$ cat config.mk
export PLATFORM = sky130hd
export DESIGN_NAME = nfc_host
export DESIGN_NICKNAME = d
export VERILOG_FILES = /design/src/hdl/nfc_pkg.sv /design/src/hdl/nfc_cycle.sv /design/src/hdl/nfc_host.sv
export SDC_FILE = /design/constraint.sdc
export NUM_CORES = 1
export LEC_CHECK = 0
export ABC_AREA = 1
export BUFFER_PORTS_ARGS = -buffer_cell sky130_fd_sc_hd__buf_2
export CAP_MARGIN = 10
export CELL_PAD_IN_SITES_DETAIL_PLACEMENT = 0
export CELL_PAD_IN_SITES_GLOBAL_PLACEMENT = 1
export CORE_MARGIN = 2
export CORE_UTILIZATION = 47
export CTS_CLUSTER_DIAMETER = 50
export CTS_CLUSTER_SIZE = 20
export DETAILED_ROUTE_END_ITERATION = 6
export PLACE_DENSITY_LB_ADDON = 0.1
export SETUP_SLACK_MARGIN = 0.4
export SYNTH_ARGS = -nofsm -noshare
export SYNTH_HDL_FRONTEND = slang
export SYNTH_SLANG_ARGS = --single-unit
$ cat constraint.sdc
create_clock -name clk_sys -period 13.8 [get_ports clk_sys]
set_input_delay 0.69 -clock clk_sys [delete_from_list [all_inputs] [get_ports clk_sys]]
set_output_delay 0.69 -clock clk_sys [all_outputs]
set_load 0.02 [all_outputs]
$ cat src/hdl/nfc_pkg.sv
// Overview of operation
// - read drives address, select and gate low
// - no autoselect while programming or erasing
// - reset command leaves autoselect
// - protection check uses sector address bits
// - write: select and strobe low, gate high
// - hardware reset aborts; reissue the sequence
// - single word program is four writes
// - status bits polled during programming
package nfc_pkg;
    localparam int ADDR_W = 23;
    localparam int DATA_W = 16;
    localparam int PAGE_BITS = 3;
    // timing in ns, cycle counts rounded up at 100 MHz
    localparam int CLK_NS = 10;
    localparam int ACC_NS = 70;
    localparam int OE_NS = 25;
    localparam int PACC_NS = 25;
    localparam int WP_NS = 40;
    localparam int WH_NS = 30;
    localparam int ACC_CYC = (ACC_NS + CLK_NS - 1) / CLK_NS;
    localparam int OE_CYC = (OE_NS + CLK_NS - 1) / CLK_NS;
    localparam int PACC_CYC = (PACC_NS + CLK_NS - 1) / CLK_NS;
    localparam int WP_CYC = (WP_NS + CLK_NS - 1) / CLK_NS;
    localparam int WH_CYC = (WH_NS + CLK_NS - 1) / CLK_NS;
    localparam int CNT_W = 8;
    // command cycles: addresses and data of the unlock and command writes
    localparam logic [ADDR_W-1:0] UNLOCK_A1 = 23'h00_0555;
    localparam logic [ADDR_W-1:0] UNLOCK_A2 = 23'h00_02AA;
    localparam logic [DATA_W-1:0] UNLOCK_D1 = 16'h00AA;
    localparam logic [DATA_W-1:0] UNLOCK_D2 = 16'h0055;
    localparam logic [DATA_W-1:0] CMD_PROG = 16'h00A0;
    localparam logic [DATA_W-1:0] CMD_AUTOSEL = 16'h0090;
    localparam logic [DATA_W-1:0] CMD_RESET = 16'h00F0;
    localparam logic [7:0] DQ7_BIT = 8'h07;
    localparam logic [7:0] DQ6_BIT = 8'h06;
    localparam logic [7:0] DQ5_BIT = 8'h05;
    localparam logic [7:0] BYTE_MASK = 8'hFF;
    typedef enum logic [2:0] {
        NFC_OP_READ,
        NFC_OP_PROG,
        NFC_OP_AUTOSEL,
        NFC_OP_RESET,
        NFC_OP_RAW
    } nfc_op_e;
endpackage : nfc_pkg

$ cat src/hdl/nfc_cycle.sv
`timescale 1ns/10ps
`default_nettype none
// one bus cycle on the flash pins; caller holds addr/data until done
module nfc_cycle
    import nfc_pkg::*;
#(
    parameter int ACC = ACC_CYC,
    parameter int PACC = PACC_CYC,
    parameter int OE = OE_CYC,
    parameter int WP = WP_CYC,
    parameter int WH = WH_CYC
) (
    input wire logic clk_sys,
    input wire logic rst,
    input wire logic start,
    input wire logic isWrite,
    input wire logic keepSelect,
    input wire logic samePage,
    input wire logic [DATA_W-1:0] wrData,
    input wire logic [DATA_W-1:0] dqIn,
    output logic selectN,
    output logic gateN,
    output logic strobeN,
    output logic [DATA_W-1:0] dqOut,
    output logic dqOe,
    output logic [DATA_W-1:0] rdData,
    output logic done
);
    typedef enum logic [1:0] {NFC_C_IDLE, NFC_C_RD, NFC_C_WR, NFC_C_HOLD} nfc_cyc_e;
    nfc_cyc_e state_q;
    logic [CNT_W-1:0] cnt_q;
    logic pageOpen_q;

    function automatic logic [CNT_W-1:0] cyc(input int n);
        return CNT_W'((n < 1) ? 1 : n);
    endfunction : cyc

    always_ff @(posedge clk_sys or posedge rst) begin
        if (rst) begin
            state_q <= NFC_C_IDLE;
            cnt_q <= '0;
            selectN <= 1'b1;
            gateN <= 1'b1;
            strobeN <= 1'b1;
            dqOe <= 1'b0;
            dqOut <= '0;
            rdData <= '0;
            done <= 1'b0;
            pageOpen_q <= 1'b0;
        end else begin
            done <= 1'b0;
            unique case (state_q)
                NFC_C_IDLE: begin
                    if (start) begin
                        selectN <= 1'b0;
                        if (isWrite) begin
                            // gate high, strobe low; address taken at later fall
                            gateN <= 1'b1;
                            strobeN <= 1'b0;
                            dqOe <= 1'b1;
                            dqOut <= wrData;
                            cnt_q <= cyc(WP);
                            state_q <= NFC_C_WR;
                        end else begin
                            // strobe held high during reads
                            strobeN <= 1'b1;
                            gateN <= 1'b0;
                            dqOe <= 1'b0;
                            // short wait only inside an open page
                            cnt_q <= (samePage && pageOpen_q && !selectN) ? cyc(PACC)
                                     : cyc((ACC > OE) ? ACC : OE);
                            state_q <= NFC_C_RD;
                        end
                    end else if (!keepSelect) begin
                        selectN <= 1'b1; // releasing select forces a full access next
                        gateN <= 1'b1;
                        pageOpen_q <= 1'b0;
                    end
                end
                NFC_C_RD: begin
                    if (cnt_q == cyc(1)) begin
                        rdData <= dqIn;
                        done <= 1'b1;
                        pageOpen_q <= 1'b1;
                        // gate edge on every status read, else the toggle bit cannot move
                        gateN <= 1'b1;
                        state_q <= NFC_C_IDLE;
                    end else begin
                        cnt_q <= cnt_q - cyc(1);
                    end
                end
                NFC_C_WR: begin
                    if (cnt_q == cyc(1)) begin
                        selectN <= 1'b1; // data taken on first rising edge
                        strobeN <= 1'b1;
                        pageOpen_q <= 1'b0;
                        cnt_q <= cyc(WH);
                        state_q <= NFC_C_HOLD;
                    end else begin
                        cnt_q <= cnt_q - cyc(1);
                    end
                end
                NFC_C_HOLD: begin
                    if (cnt_q == cyc(1)) begin
                        dqOe <= 1'b0;
                        done <= 1'b1;
                        state_q <= NFC_C_IDLE;
                    end else begin
                        cnt_q <= cnt_q - cyc(1);
                    end
                end
            endcase
        end
    end
endmodule : nfc_cycle
`default_nettype wire

$ cat src/hdl/nfc_host.sv
`timescale 1ns/10ps
`default_nettype none
module nfc_host
    import nfc_pkg::*;
#(
    parameter int POLL_LIMIT = 100000
) (
    input wire logic clk_sys,
    input wire logic rst,
    input wire logic reqValid,
    input wire nfc_pkg::nfc_op_e reqOp,
    input wire logic reqWrite,
    input wire logic [nfc_pkg::ADDR_W-1:0] reqAddr,
    input wire logic [nfc_pkg::DATA_W-1:0] reqData,
    input wire logic byteMode,
    input wire logic accelMode,
    output logic reqReady,
    output logic rspValid,
    output logic [nfc_pkg::DATA_W-1:0] rspData,
    output logic rspError,
    output logic [nfc_pkg::ADDR_W-1:0] addressLines,
    output logic deviceSelectN,
    output logic outputGateN,
    output logic writeStrobeN,
    output logic hwResetN,
    output logic widthSelectN,
    output logic [nfc_pkg::DATA_W-1:0] dataLinesOut,
    output logic dataLinesOe,
    input wire logic [nfc_pkg::DATA_W-1:0] dataLinesIn
);
    import nfc_pkg::*;

    // -----------------------------------------------------------------
    // sequencer
    // -----------------------------------------------------------------
    typedef enum logic [2:0] {
        NFC_S_IDLE, NFC_S_ISSUE, NFC_S_WAIT, NFC_S_POLL, NFC_S_REPLY
    } nfc_state_e;
    nfc_state_e state_q;
    nfc_op_e op_q;
    logic [ADDR_W-1:0] addr_q;
    logic [DATA_W-1:0] data_q;
    logic [2:0] step_q;
    logic [2:0] last_q;
    logic [31:0] poll_q;
    logic [DATA_W-1:0] prevStat_q;
    logic pollFirst_q;
    logic cycStart_q;
    logic cycGo_q;
    logic cycWrite_q;
    logic [ADDR_W-1:0] cycAddr_q;
    logic [DATA_W-1:0] cycData_q;
    logic cycDone;
    logic [DATA_W-1:0] cycRd;
    logic [ADDR_W-1:0] prevRdAddr_q;
    logic samePage;
    logic keepSel;

    // page bits above the word index
    function automatic logic pageMatch(input logic [ADDR_W-1:0] a, input logic [ADDR_W-1:0] b);
        return a[ADDR_W-1:PAGE_BITS] == b[ADDR_W-1:PAGE_BITS];
    endfunction : pageMatch

    function automatic logic bitOf(input logic [DATA_W-1:0] v, input logic [7:0] i);
        return v[i[3:0]];
    endfunction : bitOf

    assign samePage = pageMatch(cycAddr_q, prevRdAddr_q);
    assign keepSel = (state_q == NFC_S_POLL);

    // step count per operation; accel mode skips unlocks of programs only
    always_ff @(posedge clk_sys or posedge rst) begin
        if (rst) begin
            state_q <= NFC_S_IDLE;
            op_q <= NFC_OP_READ;
            addr_q <= '0;
            data_q <= '0;
            step_q <= '0;
            last_q <= '0;
            reqReady <= 1'b0;
            rspValid <= 1'b0;
            rspData <= '0;
            rspError <= 1'b0;
            cycStart_q <= 1'b0;
            cycWrite_q <= 1'b0;
            cycAddr_q <= '0;
            cycData_q <= '0;
            poll_q <= '0;
            prevStat_q <= '0;
            pollFirst_q <= 1'b0;
            prevRdAddr_q <= '0;
        end else begin
            cycStart_q <= 1'b0;
            rspValid <= 1'b0;
            unique case (state_q)
                NFC_S_IDLE: begin
                    reqReady <= 1'b1;
                    if (reqValid && reqReady) begin
                        reqReady <= 1'b0;
                        op_q <= reqOp;
                        addr_q <= reqAddr;
                        data_q <= reqData;
                        rspError <= 1'b0;
                        unique case (reqOp)
                            NFC_OP_PROG: begin
                                step_q <= accelMode ? 3'd2 : 3'd0;
                                last_q <= 3'd3;
                            end
                            NFC_OP_AUTOSEL: begin
                                step_q <= 3'd0;
                                last_q <= 3'd3;
                            end
                            NFC_OP_RESET: begin
                                step_q <= 3'd2;
                                last_q <= 3'd2;
                            end
                            default: begin
                                step_q <= 3'd3;
                                last_q <= 3'd3;
                            end
                        endcase
                        state_q <= NFC_S_ISSUE;
                    end
                end
                NFC_S_ISSUE: begin
                    cycStart_q <= 1'b1;
                    cycWrite_q <= 1'b1;
                    unique case (step_q)
                        3'd0: begin
                            cycAddr_q <= UNLOCK_A1;
                            cycData_q <= UNLOCK_D1;
                        end
                        3'd1: begin
                            cycAddr_q <= UNLOCK_A2;
                            cycData_q <= UNLOCK_D2;
                        end
                        3'd2: begin
                            cycAddr_q <= (op_q == NFC_OP_RESET) ? addr_q : UNLOCK_A1;
                            cycData_q <= (op_q == NFC_OP_PROG) ? CMD_PROG
                                       : (op_q == NFC_OP_AUTOSEL) ? CMD_AUTOSEL : CMD_RESET;
                        end
                        default: begin
                            cycAddr_q <= addr_q;
                            cycData_q <= data_q;
                            // reads and identifier reads take the read path
                            cycWrite_q <= (op_q == NFC_OP_PROG) ||
                                          (op_q == NFC_OP_RAW && reqWrite);
                        end
                    endcase
                    state_q <= NFC_S_WAIT;
                end
                NFC_S_WAIT: begin
                    if (cycDone) begin
                        if (!cycWrite_q) begin
                            prevRdAddr_q <= cycAddr_q;
                            // byte mode keeps only the low byte
                            rspData <= byteMode ? (cycRd & DATA_W'(BYTE_MASK)) : cycRd;
                        end
                        if (step_q != last_q) begin
                            step_q <= step_q + 3'd1;
                            state_q <= NFC_S_ISSUE;
                        end else if (op_q == NFC_OP_PROG) begin
                            // no commands until status shows completion
                            cycStart_q <= 1'b1;
                            cycWrite_q <= 1'b0;
                            pollFirst_q <= 1'b1;
                            poll_q <= '0;
                            state_q <= NFC_S_POLL;
                        end else begin
                            state_q <= NFC_S_REPLY;
                        end
                    end
                end
                NFC_S_POLL: begin
                    if (cycDone) begin
                        prevStat_q <= cycRd;
                        prevRdAddr_q <= cycAddr_q;
                        pollFirst_q <= 1'b0;
                        poll_q <= poll_q + 32'd1;
                        // toggle bit stops when done; true data on DQ7
                        if (!pollFirst_q && bitOf(cycRd, DQ6_BIT) == bitOf(prevStat_q, DQ6_BIT)
                            && bitOf(cycRd, DQ7_BIT) == bitOf(data_q, DQ7_BIT)) begin
                            // bits only clear; 1 written over 0 reads back 0
                            rspError <= ((data_q & ~cycRd) != '0) && !byteMode;
                            rspData <= cycRd;
                            state_q <= NFC_S_REPLY;
                        end else if (bitOf(cycRd, DQ5_BIT) || poll_q >= 32'(POLL_LIMIT)) begin
                            // failure: send reset so the device is back in read
                            rspError <= 1'b1;
                            rspData <= cycRd;
                            op_q <= NFC_OP_RESET;
                            step_q <= 3'd2;
                            last_q <= 3'd2;
                            state_q <= NFC_S_ISSUE;
                        end else begin
                            cycStart_q <= 1'b1;
                        end
                    end
                end
                NFC_S_REPLY: begin
                    rspValid <= 1'b1; // any address order allowed
                    state_q <= NFC_S_IDLE;
                end
                default: state_q <= NFC_S_IDLE;
            endcase
        end
    end

    // -----------------------------------------------------------------
    // pins
    // -----------------------------------------------------------------
    // reset pulled low only under rst, aborting device work
    always_ff @(posedge clk_sys or posedge rst) begin
        if (rst) begin
            hwResetN <= 1'b0;
            widthSelectN <= 1'b1;
            addressLines <= '0;
            cycGo_q <= 1'b0;
        end else begin
            hwResetN <= 1'b1;
            // cycle starts one clock after the address moves, giving address setup
            cycGo_q <= cycStart_q;
            widthSelectN <= !byteMode;
            if (cycStart_q) begin
                addressLines <= cycAddr_q; // stable before select falls
            end
        end
    end

    nfc_cycle u_cycle (
        .clk_sys(clk_sys),
        .rst(rst),
        .start(cycGo_q),
        .isWrite(cycWrite_q),
        .keepSelect(keepSel),
        .samePage(samePage),
        .wrData(cycData_q),
        .dqIn(dataLinesIn),
        .selectN(deviceSelectN),
        .gateN(outputGateN),
        .strobeN(writeStrobeN),
        .dqOut(dataLinesOut),
        .dqOe(dataLinesOe),
        .rdData(cycRd),
        .done(cycDone)
    );
endmodule : nfc_host
`default_nettype wire

---- Yosys cells after proc, flatten, opt, wreduce, memory -nomap -nowiden ----
Index checks and enable logic that the tools add are counted.
cells by class
  add/sub/neg operators ................... 3
  $lt $le $gt $ge ......................... 1
  eq/ne operators ......................... 40
  muxes and demuxes ....................... 99
  bitwise logic cells ..................... 2
  reductions and logical operators ........ 45
operator list
  operator                                                              number
  two-way mux 32 bit                                                    4
  two-way mux 16 bit                                                    6
  two-way mux 23 bit                                                    4
  case mux 23 bit (3 select lines)                                      1
  case mux 32 bit (2 select lines)                                      1
  two-way mux 3 bit                                                     19
  case mux 16 bit (3 select lines)                                      1
  case mux 23 bit (2 select lines)                                      1
  two-way mux 1 bit                                                     34
  adder 32 x 1 -> 32 bit (second input constant)                        1
  greater-or-equal comparator 32 x 17 -> 1 bit (second input constant)  1
  two-way mux 8 bit                                                     4
  case mux 16 bit (2 select lines)                                      1
  != test 2 bit (second input constant)                                 12
  case mux 8 bit (3 select lines)                                       1
  == test 3 x 2 -> 1 bit (second input constant)                        7
  == test 20 bit                                                        1
  AND reduction 5 bit                                                   4
  AND reduction 3 bit                                                   6
  AND 16 bit                                                            1
  inverter 16 bit                                                       1
  AND reduction 4 bit                                                   4
  nonzero test 16 bit                                                   1
  two-way mux 7 bit                                                     2
  29 further kinds                                                      72
word-level totals
  bits in registers ....................... 248
  bits of input ports ..................... 64
  output and inout bits ................... 64
  logic and storage cells ................. 222

---- Logic depth before layout (Yosys ltp) ----
Gate-level depths: netlist of run 1.
  depth after elaboration ................. 7
  gate-level depth with buffers ........... 11
  gate-level depth less buffers ........... 11

---- Hierarchy ----
From an unflattened synthesis of run 1, not the netlist that was laid out.
unflattened totals
  cell total of the unflattened synthesis .. 1378
  area total of the unflattened synthesis .. 11362.1 sq um
by module, submodules not included
  module     times used  cells an instance  area each (sq um)  seq. area each (sq um)
  nfc_host   1           1150               9041.2             4755.8
  nfc_cycle  1           228                2321.0             1204.9

---- Worst setup path after synthesis of run 1 ----
No wires, ideal clock.
  path kind ............................... register -> register
  start ................................... reg step_q[0]
  end ..................................... reg cycAddr_q[19]
  library setup time ...................... 0.083 ns
  arrival time ............................ 1.497 ns
  required time ........................... 13.717 ns
  setup slack ............................. 12.221 ns
  stages on the path, launching flop included .. 11
  period minus slack after synthesis ...... 1.579 ns
  cells stage by stage .................... dfrtp_1 inv_1 ha_1 nand2_2 inv_1 nor2_2 nand2_1 o21ai_2 buf_6 nand3_1 o21ai_0
on the way
  longest elaborated chain between the ends .. 2
  elaborated cells on any way between the ends .. 4
RTL lines
  element                                               line             text
  start, declared                                       nfc_host.sv:43   logic [2:0] step_q;
  start signal, assigned                                nfc_host.sv:106  step_q <= accelMode ? 3'd2 : 3'd0;
  start signal, assigned                                nfc_host.sv:160  step_q <= step_q + 3'd1;
  == test 3 x 2 -> 1 bit, or another cell as far along  nfc_host.sv:128  unique case (step_q)
  case mux 23 bit (3 select lines) (*)                  nfc_host.sv:128
  end signal, assigned                                  nfc_host.sv:138  cycAddr_q <= (op_q == NFC_OP_RESET) ? addr_q : UNLOCK_A1;
  end signal, assigned                                  nfc_host.sv:143  cycAddr_q <= addr_q;
  end, declared                                         nfc_host.sv:51   logic [ADDR_W-1:0] cycAddr_q;
Every way passes the cells marked *; elsewhere a longest branch is shown, timed or not.
A chain may end at the register's enable or synchronous reset.

---- Final worst setup path of run 1 ----
  start ................................... reg step_q[0]
  end ..................................... reg cycAddr_q[11]
The elaborated chain is that of the path after synthesis.

==> metrics, run 1 <==
status complete, no violations; IO Count ~130; Cell Chain, Critical Path inv_1 > ha_1 > nand2_2 > inv_1 > nor2_2 > nand2_1 > o21ai_2 > nand3_1 > o21ai_0; Tightest Pin Transition 1.18 ns; simple logic cell fraction of the synthesized area 25.0%; async set-reset flop share out of synthesis 100%; Final Hold Vio Count 0; Clock Power Share 51.4%; Mapped Cells 1391; CP Max Fanout 17; top sig layer met5; kind of critical path reg -> reg; setup violators final 0; Residual DRC 0; post-synthesis mux area share 0.792%; Final Max Tran Viols 0; clk root buf clkbuf_16; RR Endpoint cycAddr_q[11]$_DFFE_PP0P_; main combinational cell family by area after synthesis simple AND/OR/NAND/NOR gates; unrepaired setup endpoints after global routing false; hpwl dp 20300 um; initial antenna violation count 6; Mapped Area around 11000 um2; CTS tree yes; number of DRC markers in iteration 0 634; PD cells about 110 nW/um2; DR pass1 iterations 5; Multi-input gate area roughly 4500 um2; Net Sw Frac 24.7%; first-pass GRT wire length 47000 um; routed wire length per instance 15.3 um; Leak ~0.0066 uW; Die Height 160 um; total gr overflow 0; Core Area 23600 um2; EDFF count, synth 0; CTS-repair resized insts 0; ys flop type dfrtp_1; startpoint types register; adder-cell area share of the yosys netlist less than 1%; yosys warns 0; Rel. slew slack 21.1%; Slowest-stage cell, CP dfrtp_1; sequential power share 46.4%; maximum vdd drop 0.0000821 V; Storage cell area 5960 um2; layout cells sized above 1 17.6%; vias per inst 4.96; MaxCap Viol Count 0; final period utilization 17.3%; min cycle time layout 2.39 ns; H-tree levels 1; Power, Total 1510 uW; vias in the first global route 8805; later-pin clock latency in the skew report around 0.54 ns; final wirelength 28300 um; FILL cells roughly 2300; critical path arrival approximately 2.8 ns; Unique masters post-synth 50; sequential-to-total area share from yosys stat 52.4%; Clock Skew about 0.0096 ns; GPL Wtd Cong 0.849; number of buffers created by CTS 28; nets 1583; Synth Register Bits between 200 and 250; port bufs between 100 and 150; syn_nets 1464; routed wl met3 1530 um; Initial Utilization 48.2%; largest net degree at the start of global routing 112; die width 160 um; row cnt 56; worst-case reg-to-reg path depth 9; Syn Area/Cell 8.18 um2; Die Footprint 25500 um2; hold_buf cts 0; Post-Layout Inst Area 13200 um2; Post-Synth XOR/XNOR Area 1.31%; met1 wire length 14200 um; crit end category register; Max stage delay on crit path about 0.45 ns; Hold Path Class in -> async; setup TNS 0 ns; Clock Path Buffers 3; CTS clk-pin slew, worst paths ~0.07 ns; Syn-to-layout area delta 15.9%; GR Util All Layers 22.7%; antenna viol nets, final 0; Worst Path Buf+Inv 2; clk sinks 238; Reg-to-Reg Start step_q[0]$_DFFE_PP0P_; R2R setup slack 11.41 ns; Combinational Power Share 2.2%; Req. time, crit path 14.24 ns; Area after DPL 12200 um2; met2 wire len about 12000 um; CP delay by family, top simple AND/OR/NAND/NOR gates; Compound-Gate Fraction of Synth Area 11.9%; cell internal pwr 1140 uW; post-CTS setup buffer count 0; vias roughly 9200; total net switching power 373 uW; max frequency 418 MHz; cell repeated most along the worst path inv_1
-- power by group through the flow --
stage / Clock (uW) / Sequential, uW / Combinational, uW
final: 776 / 702 / 33.2
after global routing: 822 / 701 / 38.6
after detailed placement: 0 / 715 / 34.7
after floorplan: 0 / 715 / 16.3
after global placement: 0 / 715 / 34.8
after CTS: 792 / 702 / 34.7
-- layout make-up --
class / count / area share [%]
Multi-Input combinational cell: 952 / 34.5
Timing Repair Buffer: 132 / 5.10
Sequential cell: 238 / 45.2
Clock buffer: 29 / 5.50
Antenna cell: 4 / 0.0759
Clock inverter: 23 / 2.03
Tap cell: 319 / 3.03
Inverter: 158 / 4.57
-- synthesized netlist by cell type (all sizes together), types with 2 or more instances --
cell     instances  area share, %
buf             25            1.8
a21oi           76            3.5
mux2             8           0.79
nor2           157            5.8
nor3            12           0.67
a2bb2oi          2           0.15
dfstp            4           0.92
dfrtp          234             51
o211ai           4           0.26
ha               9           0.99
inv            158            5.2
clkbuf          18           0.64
nand4            2           0.11
or2              4           0.22
nand3           81            3.8
xor2            10           0.77
nand2          424             14
xnor2            7           0.54
o22ai           14           0.77
a22oi            3           0.20
o21ai          130            6.7
-- sequential cells by signal, indices dropped and copies added (netlist names), 2 cells and up --
signal           cells
poll_q              32
addr_q              23
addressLines        23
cycAddr_q           23
prevRdAddr_q        20
cycData_q           16
data_q              16
rspData             16
u_cycle.dqOut       16
u_cycle.rdData      16
u_cycle.cnt_q        8
op_q                 3
state_q              3
step_q               3
last_q               2
u_cycle.state_q      2
-- how the worst max path moves through the flow --
stage / from / end / slack, ns / cells after the start
after global placement: rst / u_cycle.dqOut[13]$_DFFE_PP0P_ / 11.42 / 3
final: step_q[0]$_DFFE_PP0P_ / cycAddr_q[11]$_DFFE_PP0P_ / 11.41 / 9
after global routing: step_q[0]$_DFFE_PP0P_ / poll_q[2]$_DFFE_PP0P_ / 11.12 / 10
after detailed placement: rst / u_cycle.dqOut[9]$_DFFE_PP0P_ / 11.41 / 3
after CTS: step_q[0]$_DFFE_PP0P_ / cycAddr_q[11]$_DFFE_PP0P_ / 11.39 / 9
after floorplan: rst / addr_q[0]$_DFFE_PP0P_ / 6.59 / 1
-- metal layers --
metal	track usage (%)	up-vias
met2	33.0	197
li1	-	4679
met1	35.4	4294
met5	0	-
met4	4.30	4
met3	4.32	36
-- kinds of logic (layout without fill, tap and decap cells) --
kind of cell / after synthesis / in the layout
AND/OR/NAND/NOR: 683 / 683
AO/OA/AOI/OAI: 234 / 234
multiplexers: 8 / 8
flip-flops: 238 / 238
buffers and inverters: 201 / 342
XOR/XNOR: 17 / 17
adder cells (fa/ha/maj): 9 / 9
other: 1 / 5
-- stage by stage --
step / hold slack [ns] / setup WS, ns / util (%) / instances
floorplan: 0.352 / 6.59 / - / 1391
global route: 0.305 / 11.12 / 55.8 / 1852
detailed placement: 0.457 / 11.41 / 51.6 / 1799
CTS: 0.293 / 11.39 / 55.8 / 1851
finish: 0.295 / 11.41 / 55.9 / 1855
global placement: 0.455 / 11.42 / 51.6 / 1799
-- cells in the final DEF, fill, tap and decap left out, types with 3 or more instances in the layout --
cell,count
a21oi_1,73
a22oi_1,3
buf_2,127
buf_4,5
clkbuf_16,29
clkinv_8,3
dfrtp_1,234
dfstp_2,4
diode_2,4
ha_1,9
inv_1,146
inv_2,10
inv_6,6
inv_8,11
mux2_2,8
nand2_1,417
nand2_2,5
nand3_1,78
nor2_1,143
nor2_2,9
nor2_4,4
nor3_1,10
o211ai_1,4
o21ai_0,80
o21ai_1,21
o21ai_2,29
o22ai_1,14
or2_2,4
xnor2_1,7
xor2_1,10
Power figures use the tool's default switching activity.
==> run 2, diff against run 1 <==
- CORE_UTILIZATION: 47 -> 40
- clock period: 13.8 -> 2 ns (I/O delays scaled with it)
==> metrics, run 2 (synthesized netlist as in run 1, its figures left out) <==
status complete, no violations; later-pin clock latency in the skew report 0.52 ns; min cycle time layout 1.64 ns; vias in the first global route 9746; Die Height 173 um; MaxCap Viol Count 0; Final Max Tran Viols 0; Clock Skew 0.0260 ns; Rel. slew slack 56.3%; Net Sw Frac 22.2%; RR Endpoint prevRdAddr_q[13]$_DFFE_PP0P_; row cnt 61; final worst slack 0.358 ns; nets around 1800; maximum vdd drop 0.000473 V; FILL cells 2652; commonest non-fill, non-tap cell in the layout nand2_1; Post-Place Setup Slack 0.0625 ns; clk root buf clkbuf_16; number of DRC markers in iteration 0 about 630; Clock Path Buffers 3; GPL Wtd Cong 0.824; Cell Chain, Critical Path inv_4 > nor2_4 > inv_2 > nor2_4 > inv_2 > a21oi_4 > clkinvlp_4 > buf_12 > nand2_1 > o21ai_2; layout cells sized above 1 29.0%; final wirelength 33600 um; routed wire length per instance 16.1 um; worst-case reg-to-reg path depth 10; final period utilization between 80% and 90%; Hold Crit Start reqValid; antenna viol nets, final 0; vias approximately 10000; Biggest register poll_q; Combinational Power Share 3.1%; port bufs ~130; Worst Path Buf+Inv 5; Slowest-stage cell, CP dfrtp_2; CP delay by family, top buffers and inverters; GR Util All Layers 21.8%; Reg-to-Reg Start state_q[1]$_DFFE_PP0P_; initial antenna violation count 0; hold depth 6; Tightest Pin Transition 0.653 ns; DR pass1 iterations 5; critical path arrival 2.04 ns; die width approximately 170 um; startpoint types register; Power, Total 11500 uW; R2R setup slack 0.36 ns; largest net degree at the start of global routing 52; Largest register FFs 32; sequential power share 42.2%; CTS tree yes; Residual DRC 0; Req. time, crit path 2.40 ns; IO Count ~130; Clock Power Share 54.8%; most frequent cells in the layout nand2_1 (382), dfrtp_1 (221), inv_1 (134), buf_2 (128), nor2_1 (124); clk sinks 238; setup TNS 0 ns; Worst Hold End addr_q[10]$_DFFE_PP0P_; PD cells between 700 and 800 nW/um2; total gr overflow 0; cell internal pwr a little under 9000 uW; CP Max Fanout 6; first-pass GRT wire length approximately 52000 um; Max stage delay on crit path 0.45 ns; H-tree levels 2; Hold Path Class in -> reg; max frequency 609 MHz; Leak 0.00761 uW; unrepaired setup endpoints after global routing true; number of buffers created by CTS 34; Core Area about 28000 um2; total net switching power 2550 uW; Storage cell area 5980 um2; Initial Utilization 40.7%; hpwl dp 22200 um; kind of critical path reg -> reg; Syn-to-layout area delta 38.7%; vias per inst ~4.8; CTS clk-pin slew, worst paths 0.06 ns; setup violators final 0; Final Hold Vio Count 0; ant diodes 0; crit end category register; Multi-input gate area 5170 um2; Die Footprint 29800 um2
run 2: area by class of cell:
type / count / area share (%)
Clock inverter: 19 / 1.36
Timing Repair Buffer: 294 / 14.8
Multi-Input combinational cell: 959 / 32.7
Clock buffer: 43 / 6.26
Inverter: 158 / 4.00
Tap cell: 378 / 3.00
Sequential cell: 238 / 37.9
run 2: timing repair:
item | in CTS | in global routing
resized for setup | 65 | 132
buffers inserted | 33 | 35
gates cloned | 7 | 6
setup endpoints to repair | 163 | 136
hold endpoints to repair | 72 | 0
pin swaps | 17 | 35
hold buffers | 61 | 0
run 2: metal layers:
metal	track usage (%)	share of wire, %
met5	0	0
met4	5.23	1.7
met3	3.50	4.9
met1	31.9	48
met2	34.0	45
run 2: how the worst max path moves through the flow:
stage                                              start  cells after the start                            to  slack, ns
after floorplan                                      rst                      1         addr_q[0]$_DFFE_PP0P_      -1.22
after global placement            state_q[1]$_DFFE_PP0P_                      8           op_q[0]$_DFFE_PP0P_       0.09
after detailed placement          state_q[1]$_DFFE_PP0P_                      8         last_q[0]$_DFFE_PP0P_       0.06
after CTS                 u_cycle.state_q[1]$_DFFE_PP0P_                      6  u_cycle.dqOut[7]$_DFFE_PP0P_       0.39
after global routing              poll_q[19]$_DFFE_PP0P_                      9        rspData[3]$_DFFE_PP0P_       0.27
final                             state_q[1]$_DFFE_PP0P_                     10  prevRdAddr_q[13]$_DFFE_PP0P_       0.36
run 2: per-stage QoR:
stage	hold WS, ns	cells	util (%)	instance area, um2
after CTS	0.105	2048	53.5	14900
after global placement	0.227	1885	44.8	12500
final	0.147	2089	56.5	15800
after global routing	0.164	2089	56.5	15800
after detailed placement	0.228	1885	44.8	12500
after floorplan	0.137	1391	-	11400
run 2: worst register-to-register path: stages, from the launching register on:
cell and delay [ns]:
dfrtp_2 0.45, inv_4 0.06, nor2_4 0.10, inv_2 0.05
nor2_4 0.10, inv_2 0.05, a21oi_4 0.23, clkinvlp_4 0.22
buf_12 0.17, nand2_1 0.07, o21ai_2 0.05
run 2: power by group through the flow:
stage	Clock [uW]	Combinational, uW	Sequential [uW]
6_report	6290	355	4850
5_1_grt	6680	399	4840
3_3_place_gp	0	260	4930
2_1_floorplan	0	113	4930
4_1_cts	6430	361	4850
3_5_place_dp	0	261	4930
==> run 3, diff against run 2 <==
- CORE_UTILIZATION: 40 -> 44
- clock period: 2 -> 1.62 ns (I/O delays scaled with it)
==> metrics, run 3 (synthesized netlist as in run 1, its figures left out) <==
critical path arrival 2.17 ns; final wirelength between 40000 and 50000 um; RR Endpoint cycWrite_q$_DFFE_PP0P_; setup TNS -0.584 ns; number of buffers created by CTS 29; PD cells 694 nW/um2; Final Max Tran Viols 0; row cnt 58; die width 165 um; Biggest register poll_q; Clock Path Buffers 3; Largest register FFs 32; hpwl dp 23200 um; vias 11378; placed cell count 1896; largest net degree at the start of global routing 100; Die Height 165 um; max frequency 577 MHz; final period utilization 107%; GR Util All Layers approximately 28%; setup violators final 14; kind of critical path reg -> reg; FILL cells 1668; crit end category register; status finished with violations; layout cells sized above 1 about half; Tightest Pin Transition approximately 0.58 ns; IO Count 128; Die Footprint 27200 um2; Core Area 25300 um2; CP Max Fanout 4; CTS clk-pin slew, worst paths 0.07 ns; Rel. slew slack around three fifths; later-pin clock latency in the skew report 0.58 ns; Area after DPL around 13000 um2; number of DRC markers in iteration 0 about 870; Residual DRC 7; CTS tree yes; Post-Place Setup Slack -0.0571 ns; port bufs approximately 130; vias per inst between 5 and 6; GPL Wtd Cong ~0.86; Post-Layout Inst Area 19100 um2; ant diodes 0; commonest non-fill, non-tap cell in the layout nand2_1; most frequent cells in the layout nand2_1 (240), dfrtp_1 (221), buf_4 (138), inv_1 (125), nand2_2 (113); H-tree levels 1; Clock Skew between 0.03 and 0.04 ns; min cycle time layout 1.73 ns; unrepaired setup endpoints after global routing true; antenna viol nets, final 0; R2R setup slack -0.11 ns; crit path capture cycWrite_q$_DFFE_PP0P_; Req. time, crit path 2.06 ns; MaxCap Viol Count 0; Non-Filler Instances 2167; DR pass1 iterations 7; first-pass GRT wire length 57600 um; Power, Total roughly 13000 uW; nets 1888; maximum vdd drop 0.000661 V; vias in the first global route 10617; final worst slack -0.113 ns; Final Hold Vio Count 0; Leak 0.00900 uW; startpoint types register; Setup crit start step_q[0]$_DFFE_PP0P_; Hold Path Class in -> reg; clk sinks 238; initial antenna violation count 0; Reg-to-Reg Start step_q[0]$_DFFE_PP0P_; worst-case reg-to-reg path depth 10; Syn-to-layout area delta 67.8%; total gr overflow 0; Initial Utilization 45.1%; clk root buf clkbuf_16; failing checks design-rule violations, negative setup slack; routed wire length per instance 19.0 um
[run 3: changes by cell type in the layout (fill, tap and decap cells not counted), moves of 21 or more]
cell	before	now
nand2_4	12	68
nand2_1	382	240
a21oi_1	61	34
buf_6	9	78
nor2_4	17	38
o21ai_0	68	13
buf_4	77	138
buf_2	128	87
nand2_2	29	113
buf_16	1	22
nor2_1	124	86
o21ai_2	29	74
[run 3: worst min path at each step]
stage / start / to / slack (ns) / depth (start not counted)
finish: accelMode / step_q[1]$_DFFE_PP0P_ / 0.08 / 7
CTS: accelMode / step_q[1]$_DFFE_PP0P_ / 0.07 / 7
floorplan: byteMode / widthSelectN$_DFF_PP1_ / 0.12 / 1
detailed placement: rst / data_q[13]$_DFFE_PP0P_ / 0.15 / 3
global placement: rst / data_q[13]$_DFFE_PP0P_ / 0.15 / 3
global route: rst / u_cycle.cnt_q[7]$_DFFE_PP0P_ / 0.11 / 4
[run 3: where the power goes]
part | leakage [uW] | switching (uW) | internal (uW)
Combinational | 0.00534 | 254 | 212
Clock | 0.000494 | 2910 | 3880
Sequential | 0.00316 | 13.3 | 5970
[run 3: layer usage]
metal	part of all wire, %	GRT usage [%]
met1	42	37.9
met2	50	46.5
met3	4.9	4.09
met4	2.9	6.32
met5	0	0
[run 3: layout make-up]
type                       instances  area [um2]  share of cell area [%]
multi-input combinational        957        6560                    34.4
sequential                       238        5980                    31.3
timing repair buffer             428        4400                    23.0
clock buffer                      30         729                    3.82
inverter                         158         698                    3.66
tap                              330         413                    2.16
clock inverter                    23         270                    1.42
timing repair inverter             3        43.8                   0.229
[run 3: timing repair]
| item | CTS | global route |
|---|---|---|
| endpoints found under the setup margin | 243 | 270 |
| hold buffers | 61 | 0 |
| gates cloned | 27 | 8 |
| hold endpoints to repair | 301 | 0 |
| gates resized for setup | 233 | 428 |
| pin swaps | 70 | 109 |
| setup buffers | 64 | 58 |
[run 3: worst max-delay path, cell delays in order (launching register included)]
cell and delay [ns]:
dfrtp_1 0.41, inv_2 0.07, buf_12 0.13, ha_4 0.15, nand2_4 0.06, inv_4 0.04, nor2_4 0.18, nand2_4 0.13
buf_6 0.15, a211oi_2 0.18, o21ai_1 0.12
[run 3: metrics by stage]
stage,hold WS [ns],util [%]
floorplan,0.118,-
global placement,0.149,52.9
detailed placement,0.154,52.9
CTS,0.0695,67.5
global route,0.114,75.6
finish,0.0828,75.6
